**src/pcrc_pkg.sv**
```systemverilog
// shared constants for the programmable crc generator
package pcrc_pkg;
  localparam int LEN_W = 4;
  localparam int TERM_LO = 1;
  localparam int TERM_HI = 15;
  localparam int MAX_W = 16;
  localparam int DATA_W = 16;
  localparam int FIFO_DEPTH = 16;
  localparam logic [3:0] LEN_RESET = 4'h0;
  localparam logic [15:1] TERM_RESET = 15'h0000;
  localparam logic [15:0] CRC_RESET = 16'h0000;
  localparam int CNT_W = 5;
endpackage

```
**src/pcrc_top.sv**
```systemverilog
// programmable crc generator: fifo-fed serial lfsr with software polynomial
// How it works
// - four-bit length input sets polynomial degree as value plus one.
// - term-select input covers polynomial positions fifteen down to one.
// - set bit n of term select feeds back into x^n tap, for n up to the length value; higher bits are ignored.
// - constant term always fed back, no bit selects it.
// - top term implied by length, so term select lacks it.
module pcrc_top #(
  parameter int DATA_W = pcrc_pkg::DATA_W,
  parameter int DEPTH = pcrc_pkg::FIFO_DEPTH
) (
  input wire logic clk,
  input wire logic reset,
  input wire logic [3:0] polyLengthField,
  input wire logic [15:1] polyTermRegister,
  input wire logic crcClear,
  input wire logic [DATA_W-1:0] wordData,
  input wire logic wordValid,
  output logic wordReady,
  output logic [15:0] crcResult,
  output logic crcBusy,
  output logic wordDone
);
  typedef enum logic [1:0] {
    PCRC_IDLE = 2'b01,
    PCRC_SHIFT = 2'b10
  } pcrc_state_t;

  pcrc_state_t state_q;
  logic [15:0] lfsr_q;
  logic [15:0] lfsr_d;
  logic [DATA_W-1:0] shReg_q;
  logic [pcrc_pkg::CNT_W-1:0] bitCnt_q;
  logic [DATA_W-1:0] fifoData;
  logic fifoValid;
  logic fifoReady;
  logic fifoInReady;
  logic [15:0] tapMask;
  logic feedBit;
  logic [3:0] lenSel;
  logic crcBusy_q;
  logic wordDone_q;
  logic wordReady_q;
  logic fifoInValid;
  localparam int RUN_W = pcrc_pkg::CNT_W + 1;
  logic [RUN_W-1:0] runLen_q;

  // elaboration check: shift register needs at least two bits
  if (DATA_W < 2 || DATA_W > 16)
    $error("pcrc_top: DATA_W must be 2 to 16");

  function automatic logic [15:0] tap_mask(input logic [15:1] terms, input logic [3:0] len);
    logic [15:0] m;
    m = {terms, 1'b1};
    for (int i = 1; i < 16; i++)
      if (i > int'(len))
        m[i] = 1'b0;
    return m;
  endfunction

  pcrc_fifo #(.WIDTH(DATA_W), .DEPTH(DEPTH)) u_fifo (
    .clk(clk),
    .reset(reset),
    .inData(wordData),
    .inValid(fifoInValid),
    .inReady(fifoInReady),
    .outData(fifoData),
    .outValid(fifoValid),
    .outReady(fifoReady)
  );

  assign lenSel = polyLengthField;
  assign tapMask = tap_mask(polyTermRegister, lenSel);
  assign fifoReady = (state_q == PCRC_IDLE) && !crcClear;
  // only words offered against the registered ready enter the fifo
  assign fifoInValid = wordValid && wordReady_q;
  // outgoing bit is lfsr top for selected length, xored with data msb
  assign feedBit = lfsr_q[lenSel] ^ shReg_q[DATA_W-1];

  always_comb
  begin
    lfsr_d = {lfsr_q[14:0], 1'b0};
    for (int i = 0; i < 16; i++)
      if (tapMask[i])
        lfsr_d[i] = lfsr_d[i] ^ feedBit;
    for (int i = 1; i < 16; i++)
      if (i > int'(lenSel))
        lfsr_d[i] = 1'b0;
  end

  always_ff @(posedge clk or posedge reset)
  begin
    if (reset)
    begin
      state_q <= PCRC_IDLE;
      bitCnt_q <= '0;
      shReg_q <= '0;
    end
    else
    begin
      case (state_q)
        PCRC_IDLE:
        begin
          if (fifoValid && fifoReady)
          begin
            shReg_q <= fifoData;
            bitCnt_q <= pcrc_pkg::CNT_W'(DATA_W - 1);
            state_q <= PCRC_SHIFT;
          end
        end
        PCRC_SHIFT:
        begin
          shReg_q <= {shReg_q[DATA_W-2:0], 1'b0};
          if (bitCnt_q == '0)
            state_q <= PCRC_IDLE;
          else
            bitCnt_q <= bitCnt_q - 1'b1;
        end
        default:
          state_q <= PCRC_IDLE;
      endcase
    end
  end

  always_ff @(posedge clk or posedge reset)
  begin
    if (reset)
      lfsr_q <= pcrc_pkg::CRC_RESET;
    else if (crcClear && state_q == PCRC_IDLE)
      lfsr_q <= pcrc_pkg::CRC_RESET;
    else if (state_q == PCRC_SHIFT)
      lfsr_q <= lfsr_d;
  end

  always_ff @(posedge clk or posedge reset)
  begin
    if (reset)
    begin
      crcBusy_q <= 1'b0;
      wordDone_q <= 1'b0;
      wordReady_q <= 1'b0;
    end
    else
    begin
      crcBusy_q <= (state_q == PCRC_SHIFT) || fifoValid;
      wordDone_q <= (state_q == PCRC_SHIFT) && (bitCnt_q == '0);
      // drop ready after each write so a full fifo is never promised a slot
      wordReady_q <= fifoInReady && !fifoInValid;
    end
  end

  // length of the current shift run, read only by the checks below
  always_ff @(posedge clk or posedge reset)
  begin
    if (reset)
      runLen_q <= '0;
    else if (state_q == PCRC_SHIFT)
      runLen_q <= runLen_q + 1'b1;
    else
      runLen_q <= '0;
  end

  assign crcResult = lfsr_q;
  assign crcBusy = crcBusy_q;
  assign wordDone = wordDone_q;
  assign wordReady = wordReady_q;
endmodule

```
**src/pcrc_fifo.sv**
```systemverilog
// flip-flop fifo with valid and ready on both sides
module pcrc_fifo #(
  parameter int WIDTH = 16,
  parameter int DEPTH = 16
) (
  input wire logic clk,
  input wire logic reset,
  input wire logic [WIDTH-1:0] inData,
  input wire logic inValid,
  output logic inReady,
  output logic [WIDTH-1:0] outData,
  output logic outValid,
  input wire logic outReady
);
  localparam int AW = $clog2(DEPTH);
  logic [WIDTH-1:0] mem_q [DEPTH];
  logic [AW-1:0] wrPtr_q;
  logic [AW-1:0] rdPtr_q;
  logic [AW:0] count_q;
  logic doWrite;
  logic doRead;

  // elaboration check: pointers wrap naturally only for power-of-two depths
  if (DEPTH < 2 || (1 << AW) != DEPTH)
    $error("pcrc_fifo: DEPTH must be a power of two, at least 2");

  assign inReady = (count_q != DEPTH[AW:0]);
  assign outValid = (count_q != '0);
  assign outData = mem_q[rdPtr_q];
  assign doWrite = inValid && inReady;
  assign doRead = outValid && outReady;

  always_ff @(posedge clk)
  begin
    if (doWrite)
      mem_q[wrPtr_q] <= inData;
  end

  always_ff @(posedge clk or posedge reset)
  begin
    if (reset)
    begin
      wrPtr_q <= '0;
      rdPtr_q <= '0;
      count_q <= '0;
    end
    else
    begin
      if (doWrite)
        wrPtr_q <= wrPtr_q + 1'b1;
      if (doRead)
        rdPtr_q <= rdPtr_q + 1'b1;
      if (doWrite && !doRead)
        count_q <= count_q + 1'b1;
      else if (doRead && !doWrite)
        count_q <= count_q - 1'b1;
    end
  end
endmodule

```
**config.mk**
```make
export PLATFORM = sky130hd
export DESIGN_NAME = pcrc_top
export DESIGN_NICKNAME = d
export VERILOG_FILES = /design/src/pcrc_pkg.sv /design/src/pcrc_top.sv /design/src/pcrc_fifo.sv
export SDC_FILE = /design/constraint.sdc
export NUM_CORES = 1
export LEC_CHECK = 0
export ABC_AREA = 1
export BUFFER_PORTS_ARGS = -buffer_cell sky130_fd_sc_hd__buf_2
export CAP_MARGIN = 0
export CORE_ASPECT_RATIO = 0.8
export CORE_MARGIN = 3
export CORE_UTILIZATION = 61
export CTS_CLUSTER_DIAMETER = 150
export DETAILED_ROUTE_END_ITERATION = 6
export GPL_TIMING_DRIVEN = 0
export PLACE_DENSITY = 0.85
export SYNTH_ARGS = -nofsm -noshare
export SYNTH_HDL_FRONTEND = slang
export SYNTH_SLANG_ARGS = --single-unit
```
**constraint.sdc**
```tcl
create_clock -name clk -period 3.7 [get_ports clk]
set_input_delay 0.185 -clock clk [delete_from_list [all_inputs] [get_ports clk]]
set_output_delay 0.185 -clock clk [all_outputs]
set_load 0.01 [all_outputs]
```
=== Word level (Yosys, flattened, before mapping) ===
Memory sizes are Yosys's and may differ from the RTL's.
Index checks and enable logic that the tools add are counted.

* Register bits after elaboration: 55
* Latch bits: 0
* Memory bits (writable): 256
* Memory bits (read-only): 0
* Input bits: 39
* Output and inout bits: 19
* Word-level logic and storage cells: 137
* Memories: 1

{| class="wikitable"
|+ Memory list
! name !! depth !! bits a word !! read ports !! clocked after Yosys merged registers in !! wr ports !! RTL line !! source
|-
| u_fifo.mem_q || 16 || 16 || 1 || 0 || 1 || pcrc_fifo.sv:16 || <nowiki>logic [WIDTH-1:0] mem_q [DEPTH];</nowiki>
|}

* Add/sub/neg operators: 5
* Multiply operators: 0
* Div/mod/pow operators: 0
* Order comparisons: 16
* Equal/unequal tests: 6
* Shifts and indexed selects: 0
* Muxes and demuxes: 61
* Bitwise operators: 16
* Reductions and logical operators: 22

{| class="wikitable"
|+ Operator list
! operator !! number
|-
| 2-to-1 mux 1 bit || 48
|-
| 2-to-1 mux 16 bit || 3
|-
| > comparator 4 bit, first input constant || 8
|-
| one-hot mux 16 bit (2 select lines) || 1
|-
| 2-to-1 mux 5 bit || 4
|-
| > comparator 3 x 4 -> 1 bit, first input constant || 4
|-
| bitwise XOR 1 bit || 16
|-
| one-hot mux 5 bit (2 select lines) || 1
|-
| subtractor 5 x 1 -> 5 bit, second input constant || 2
|-
| logical AND 1 bit || 9
|-
| adder 4 x 1 -> 4 bit, second input constant || 2
|-
| > comparator 2 x 4 -> 1 bit, first input constant || 2
|-
| nonzero test 2 bit || 3
|-
| adder 5 x 1 -> 5 bit, second input constant || 1
|-
| logical NOT 5 bit || 1
|-
| less-than comparator 4 x 5 -> 1 bit, second input constant || 1
|-
| inequality test 5 bit, second input constant || 1
|-
| nonzero test 5 bit || 1
|-
| binary-select mux 1 bit (select 4 bit) || 1
|-
| > comparator 1 x 4 -> 1 bit, first input constant || 1
|-
| logical NOT 1 bit || 4
|-
| 2-to-1 mux 2 bit || 2
|-
| inequality test 2 bit, second input constant || 2
|-
| one-hot mux 2 bit (2 select lines) || 1
|-
| 6 further kinds || 7
|}

=== Logic depth before layout (Yosys ltp) ===
Gate-level depths: netlist of run 1.

* Word-level depth: 8
* Depth in mapped cells: 15
* Gate-level depth less buffers: 14

=== Modules after synthesis ===
A second synthesis of run 1 with hierarchy kept.

* Cells, all modules: 1452
* Area total of the unflattened synthesis: 14022.2 um^2

{| class="wikitable"
|+ By module, submodules not included
! module !! times used !! cells an instance !! area an instance (um^2) !! sequential area each (um^2)
|-
| pcrc_fifo || 1 || 1117 || 11574.9 || 8012.7
|-
| pcrc_top || 1 || 335 || 2447.3 || 1052.3
|}

=== Least setup slack after synthesis of run 1 ===
Ideal clock, no wire load.

* Path kind: reg-to-reg
* Start point: register u_fifo.count_q[0]
* End point: register u_fifo.count_q[4]
* Library setup time: 125 ps
* Arrival time: 2460 ps
* Required time: 3575 ps
* Setup slack: 1115 ps
* Cell stages (with the launch flop): 14
* Path buffers: 1
* Clock period less this slack: 2585 ps
* Path through: dfrtp_1 -> nor4_2 -> nand2_1 -> nand3b_2 -> buf_2 -> ha_1 -> inv_1 -> fa_1 -> a21o_1 -> a21oi_1 -> nand2_1 -> nand2_1 -> nor2_1 -> xor2_1

* Longest elaborated chain between the ends: 5
* Elaborated cells on any way between the ends: 13
* Classes of those cells: add/sub (2); eq/ne (1); mux (2); reduce/logical (8)

{| class="wikitable"
|+ Ends and longest elaborated chain
! what !! RTL line !! source
|-
| from (decl) || pcrc_fifo.sv:19 || <nowiki>logic [AW:0] count_q;</nowiki>
|-
| from (signal assigned) || pcrc_fifo.sv:54 || <nowiki>count_q <= count_q + 1'b1;</nowiki>
|-
| from (signal assigned) || pcrc_fifo.sv:56 || <nowiki>count_q <= count_q - 1'b1;</nowiki>
|-
| parallel branches: the longest is 5 deep, another holds subtractor 5 x 1 -> 5 bit || n/a ||
|}

Several ways; the timed one is not identified. The select of a mux whose other input is x is not followed.
A chain may end at the register's enable or synchronous reset.

=== Final worst setup path of run 1 ===
Same ends and word-level chain as after synthesis.

==> results of run 1 <==
## through the flow
step	area [um2]	power, W	hold slack (ps)	utilization (%)	instances
5_1_grt	15100	0.0121	15.0	71.9	1556
3_5_place_dp	14100	0.00865	203	67.1	1488
2_1_floorplan	13200	0.00714	284	-	1150
3_3_place_gp	13800	0.00838	448	65.9	1476
6_report	15100	0.0116	7.81	71.9	1556
4_1_cts	15100	0.0114	3.58	71.9	1556
## critical path: cells and delay by family (launching register included)
kind	cells	cell delay, ps
compound gates	2	360
xor+xnor	1	130
fa+ha+maj	2	670
buf+inv	2	410
flops	1	450
simple gates	6	990
## Yosys cell counts (3+ instances only)
cell,number
a21oi_1,25
a21o_1,17
nand2_2,4
o21ai_0,139
inv_1,56
nor2_1,201
ha_1,11
o221ai_1,11
buf_2,17
nand2_1,142
inv_2,6
o22ai_1,17
clkbuf_1,34
nand3_2,3
o32ai_1,11
mux2i_1,13
o21ai_1,25
dfrtp_1,54
buf_4,5
nand4_1,18
o211ai_1,16
buf_6,5
xor2_1,7
edfxtp_1,256
or2_2,3
nand3_1,40
## cell type report
cell class	instances	area, um2
fill	1318	5900
sequential	311	9060
multi-input combinational	714	3640
clock buffer	30	729
clock inverter	23	126
buffer	63	314
tap	269	337
inverter	62	233
timing repair buffer	84	642
## routing by layer
metal,GRT usage (%),vias up,routed length (um)
met4,12.5,0,1550
met3,6.57,151,4730
li1,-,4317,-
met5,0,-,0
met1,44.2,4707,13700
met2,46.7,781,16300
## logic make-up (layout without fill, tap and decap cells)
family / Yosys count / count (layout)
xor+xnor: 8 / 8
fa+ha+maj: 12 / 12
buf+inv: 125 / 262
compound gates: 264 / 264
simple gates: 416 / 416
flops: 311 / 311
mux: 14 / 14
## placed cells by master, fill, tap and decap left out, types with 6 or more instances in the layout
cell type and n:
mux2i_1 13, nand4_1 18, o22ai_1 17, xor2_1 7, dfrtp_1 54, nor2_2 17
clkbuf_16 29, buf_8 8, inv_2 7, nand2_1 142, o211ai_1 16, a21oi_1 25
dlygate4sd3_1 15, nor2_1 185, inv_1 55, o21ai_1 25, edfxtp_1 256, buf_6 6
clkinv_1 11, clkinv_2 7, buf_2 74, o32ai_1 11, ha_1 11, nand3_1 40
o221ai_1 11, clkbuf_1 35, a21o_1 17, o21ai_0 139
## registers in the layout, summed over array words and instances, names as in the netlist
| signal | count |
|---|---|
| u_fifo.count_q | 5 |
| crcBusy | 1 |
| u_fifo.rdPtr_q | 4 |
| u_fifo.mem_q | 256 |
| crcResult | 16 |
| state_q | 2 |
| shReg_q | 16 |
| u_fifo.wrPtr_q | 4 |
| wordDone | 1 |
| bitCnt_q | 5 |
| wordReady | 1 |
## power by group through the flow
| stage | combinational, W | sequential, W | clock (W) |
|---|---|---|---|
| 6_report | 0.00439 | 0.00446 | 0.00275 |
| 5_1_grt | 0.00473 | 0.00450 | 0.00287 |
| 4_1_cts | 0.00423 | 0.00445 | 0.00274 |
| 3_5_place_dp | 0.00413 | 0.00452 | 0 |
| 3_3_place_gp | 0.00388 | 0.00450 | 0 |
| 2_1_floorplan | 0.00265 | 0.00449 | 0 |
## repair_timing
item                                    in CTS  in global routing
gates resized for setup                      0                  0
endpoints found under the setup margin       0                  0
hold buffers                                15                  0
endpoints found under the hold margin       75                  0
## final timing paths
| check | from | end | cells after the start |
|---|---|---|---|
| max | u_fifo.count_q[0] | u_fifo.count_q[4] | 13 |
| min | polyTermRegister[13] | crcResult[13] | 4 |
| max reg2reg | u_fifo.count_q[0] | u_fifo.count_q[4] | 13 |
| min reg2reg | u_fifo.count_q[4] | u_fifo.count_q[4] | 1 |
| max in group asynchronous | reset | state_q[0] | 4 |
| min in group asynchronous | reset | crcResult[2] | 3 |
==> flow_summary.yaml, run 1 <==
detailed_routing:
  routed_via_density: 6.40
  drc_errors: 0
  routed_wirelength_um: 36300
  first_pass_iters: 5
  vias: 9956
  avgRoutedWirePerCell_um: 23.3
  drt_iter0_drc: 1664
  ant_nets: 0
synth:
  ys_warn_count: 0
  ys_seq_area_share_pct: 68.6
  synth_top_cell_by_area: "edfxtp_1"
  synth_ff_type: "edfxtp_1"
  synth_top_family_by_area: "simple AND/OR/NAND/NOR gates"
  mappedNetlistArea_um2: 13200
  synth_compound_area_share_pct: 11.5
  ys_ff_latch: 311
  synthTopCellsByArea: "edfxtp_1 (58%), dfrtp_1 (10%), nor2_1 (5.7%)"
  synth_edf_count: 256
  synthArstFlopShare_pct: 17.7
  synth_cell_type_count: 37
  synthXorXnorAreaFrac_pct: 0.530
  synthSimpleGateAreaFrac_pct: 13.0
  yosys-mux-area-fraction_pct: 1.07
  syn_inst: 1150
  avgSynthCellArea_um2: 11.5
  synth_nets: 1201
  yosys.area.top_type_share_pct: 58.2
  synthAdderAreaFrac_pct: 1.19
die:
  rows: 47
  die_area_um2: 23500
  fp.coreArea_um2: 21000
  chipWidth_um: 171
  fp.dieH_um: 138
  initial_core_util_pct: 63.0
  io_pins: 58
worst_setup_path:
  slowest_delay_ps: 450
  r2r_setup_slack_ps: 590
  cp.required_ps: 4160
  timing.critical_path.mode_cell: "nand2_1"
  cp-start-kind: "flip-flop"
  cp_max_fo: 10
  cp-end-kind: "flip-flop"
  slowest_stage: "dfrtp_1"
  worstSetupPathType: "reg -> reg"
  crit_chain: "nor4_2, nand2_1, nand3b_2, buf_2, ha_1, inv_1, fa_1, a21o_1, a21oi_1, nand2_1, nand2_1, nor2_1, xor2_1"
  cp.arrival_ps: 3570
run:
  drv_cap: 0
power_and_ir_drop:
  p_int_w: 0.00698
  ir_worst_vdd_mv: 0.624
  switchingPower_w: 0.00463
  p_leak_nw: 5.76
  power_density_nw_per_um2: 769
  p_comb_share_pct: 37.9
  power_frac_seq_pct: 38.4
  clockPowerShare_pct: 23.7
  swShare_pct: 39.9
timing:
  hold_viol_final: 0
  clock_skew_ps: 18.5
  final.setup.tns_ps: 0
  rsz0062_at_grt: "false"
  layout_setup_ws_ps: 591
  min_period_ps: 3110
  fmax_ghz: 0.322
  tightest_slew_ps: 1130
  slew_headroom_pct: 24.4
  timing.final.crit_share_pct: 84.0
  slew_viol_final: 0
  finalSetupViolations: 0
place:
  gp_congestion: 0.941
  pre_cts_slack_ps: 610
  dp_hpwl_um: 22700
  port_buffers: 57
finish:
  drive_gt1_share_pct: 13.7
  syn2layout_area_growth_pct: 14.2
  antenna_cells: 0
  fin_nets: 1316
global_routing:
  track_usage_pct: 30.8
  grt.overflow.total: 0
  antenna_found_initial: 0
  grt_pass1_wl_um: 54400
  grt_pass1_vias: 9522
  grt_max_degree: 40
clocking:
  ctsHtreeMaxLevel: 1
  clock_latency_ps: 570
  cts_buffers: 29
  clock_path_buffers: 3
  root_buffer: "clkbuf_16"
  cts.sinks: 311
  post_cts_buffers: 0
  clk_pin_slew_ps: 70
  cts_tree: "built"
run_status:
  status: "finished clean"
hold_path:
  hp-class: "in -> reg"
Power figures use the tool's default switching activity.
==> inputs of run 2 (changes only) <==
- clock period: 3.7 -> 3.3 ns (I/O delays scaled with it)
==> run 2 against run 1 <==
Wire length is 0.34% higher. Non-clock buffer count is 6 higher. Clock skew is 6.3 ps higher. Clock power is 12% higher. Clock-buffer cell count stayed put. Final area is 0.46% higher. Cell count is 0.39% higher. Hold slack better by 10 ps. Global-route usage hardly changed. Power is 12% higher. Sequential share of layout area is 0.27 points lower. Critical endpoint unchanged.
==> flow_summary.yaml, run 2 (synthesis gave the netlist of run 1 again) <==
run_status:
  status: "finished clean"
place:
  gp_congestion: 0.941
  dp_hpwl_um: 22700
  port_buffers: 57
global_routing:
  track_usage_pct: 30.9
  grt_pass1_wl_um: 54500
  antenna_found_initial: 0
  grt_max_degree: 40
  grt_pass1_vias: 9686
  grt.overflow.total: 0
finish:
  syn2layout_area_growth_pct: 14.7
  mostFrequentLayoutCell: "edfxtp_1"
  nFillCells: 1304
  regMostFlops: "u_fifo.mem_q"
  final_cell_mix: "edfxtp_1 (256), nor2_1 (185), nand2_1 (142)"
  fin_nets: 1322
  antenna_cells: 0
  largest_register_ffs: 256
  drive_gt1_share_pct: 13.6
timing:
  final.setup.tns_ps: 0
  clock_skew_ps: 24.8
  finalSetupViolations: 0
  rsz0062_at_grt: "false"
  min_period_ps: 3100
  fmax_ghz: 0.323
  tightest_slew_ps: 1070
  hold_viol_final: 0
  timing.final.crit_share_pct: 93.8
  slew_viol_final: 0
  slew_headroom_pct: 28.8
clocking:
  clk_pin_slew_ps: 70
  cts_tree: "built"
  clock_latency_ps: 570
  clock_path_buffers: 3
  ctsHtreeMaxLevel: 1
  cts_buffers: 29
  root_buffer: "clkbuf_16"
  cts.sinks: 311
worst_setup_path:
  cp.arrival_ps: 3550
  cp-start-kind: "flip-flop"
  cp.required_ps: 3760
  cp_max_fo: 10
  cp-end-kind: "flip-flop"
  worstSetupPathType: "reg -> reg"
  r2r_setup_slack_ps: 200
power_and_ir_drop:
  power_density_nw_per_um2: 860
  ir_worst_vdd_mv: 0.693
  p_leak_nw: 5.78
  power_w: 0.0130
detailed_routing:
  wl_met3_um: 4790
  first_pass_iters: 6
  routedLengthMet1_um: 13500
  drt_iter0_drc: 1746
  routed_via_density: 6.47
  wl_met2_um: 16400
  routed_wirelength_um: 36400
  avgRoutedWirePerCell_um: 23.3
  vias: 10100
  drc_errors: 0
  ant_nets: 0
  top_layer: "met4"
die:
  rows: 47
  die_area_um2: 23500
  initial_core_util_pct: 63.0
  fp.coreArea_um2: 21000
  fp.dieH_um: 138
  chipWidth_um: 171
  io_pins: 58
run:
  drv_cap: 0
hold_path:
  hp-class: "in -> reg"
==> run 2: area by class of cell <==
type	instances	area, um2	share of cell area (%)
sequential	311	9060	59.8
multi-input combinational	714	3650	24.1
clock buffer	30	729	4.81
timing repair buffer	90	702	4.63
tap	269	337	2.22
buffer	63	314	2.07
inverter	62	233	1.54
clock inverter	23	126	0.834
==> run 2: critical path, stage by stage, from the launching register on <==
cell,delay [ps]
dfrtp_1,460
nor4_4,380
nand2_1,150
nand3b_2,220
buf_2,310
ha_1,250
inv_1,130
fa_1,430
a21o_1,190
a21oi_1,160
nand2_1,70
nand2_1,50
nor2_1,40
xor2_1,130
==> run 2: path summary, 6_finish.rpt <==
check	startpoint	end	cells past startpoint
worst max-delay path	u_fifo.count_q[0]	u_fifo.count_q[4]	13
worst min-delay path	wordData[8]	u_fifo.mem_q[1][8]	1
worst max register to register	u_fifo.count_q[0]	u_fifo.count_q[4]	13
worst min register to register	u_fifo.count_q[4]	u_fifo.count_q[4]	1
max in group asynchronous	reset	state_q[0]	4
min in group asynchronous	reset	crcResult[2]	3
==> run 2: power breakdown <==
group / total, W / switching, W / internal (W)
Combinational: 0.00496 / 0.00349 / 0.00147
Clock: 0.00307 / 0.00146 / 0.00161
Sequential: 0.00501 / 0.000265 / 0.00475
Total: 0.0130 / 0.00521 / 0.00783
==> run 2: what timing repair did <==
action,CTS,global route
setup buffers,0,0
hold buffers,21,0
hold endpoints to repair,151,0
endpoints found under the setup margin,0,1
gates resized for setup,0,1
==> run 2: per-layer routing <==
layer | vias to the layer above | GRT usage, %
li1 | 4334 | -
met2 | 821 | 46.5
met5 | - | 0
met1 | 4771 | 43.7
met4 | 0 | 13.9
met3 | 181 | 6.88
==> run 2: stage by stage <==
step                      hold WS, ps  setup WS [ps]  area (um2)  std cells  util (%)
after CTS                        7.98            190       15200       1562      72.2
after global routing             24.1           29.5       15200       1562      72.2
after global placement            428            323       13800       1476      65.9
after detailed placement          183            210       14100       1488      67.1
after floorplan                   264            715       13200       1150         -
final                            18.0            204       15200       1562      72.2
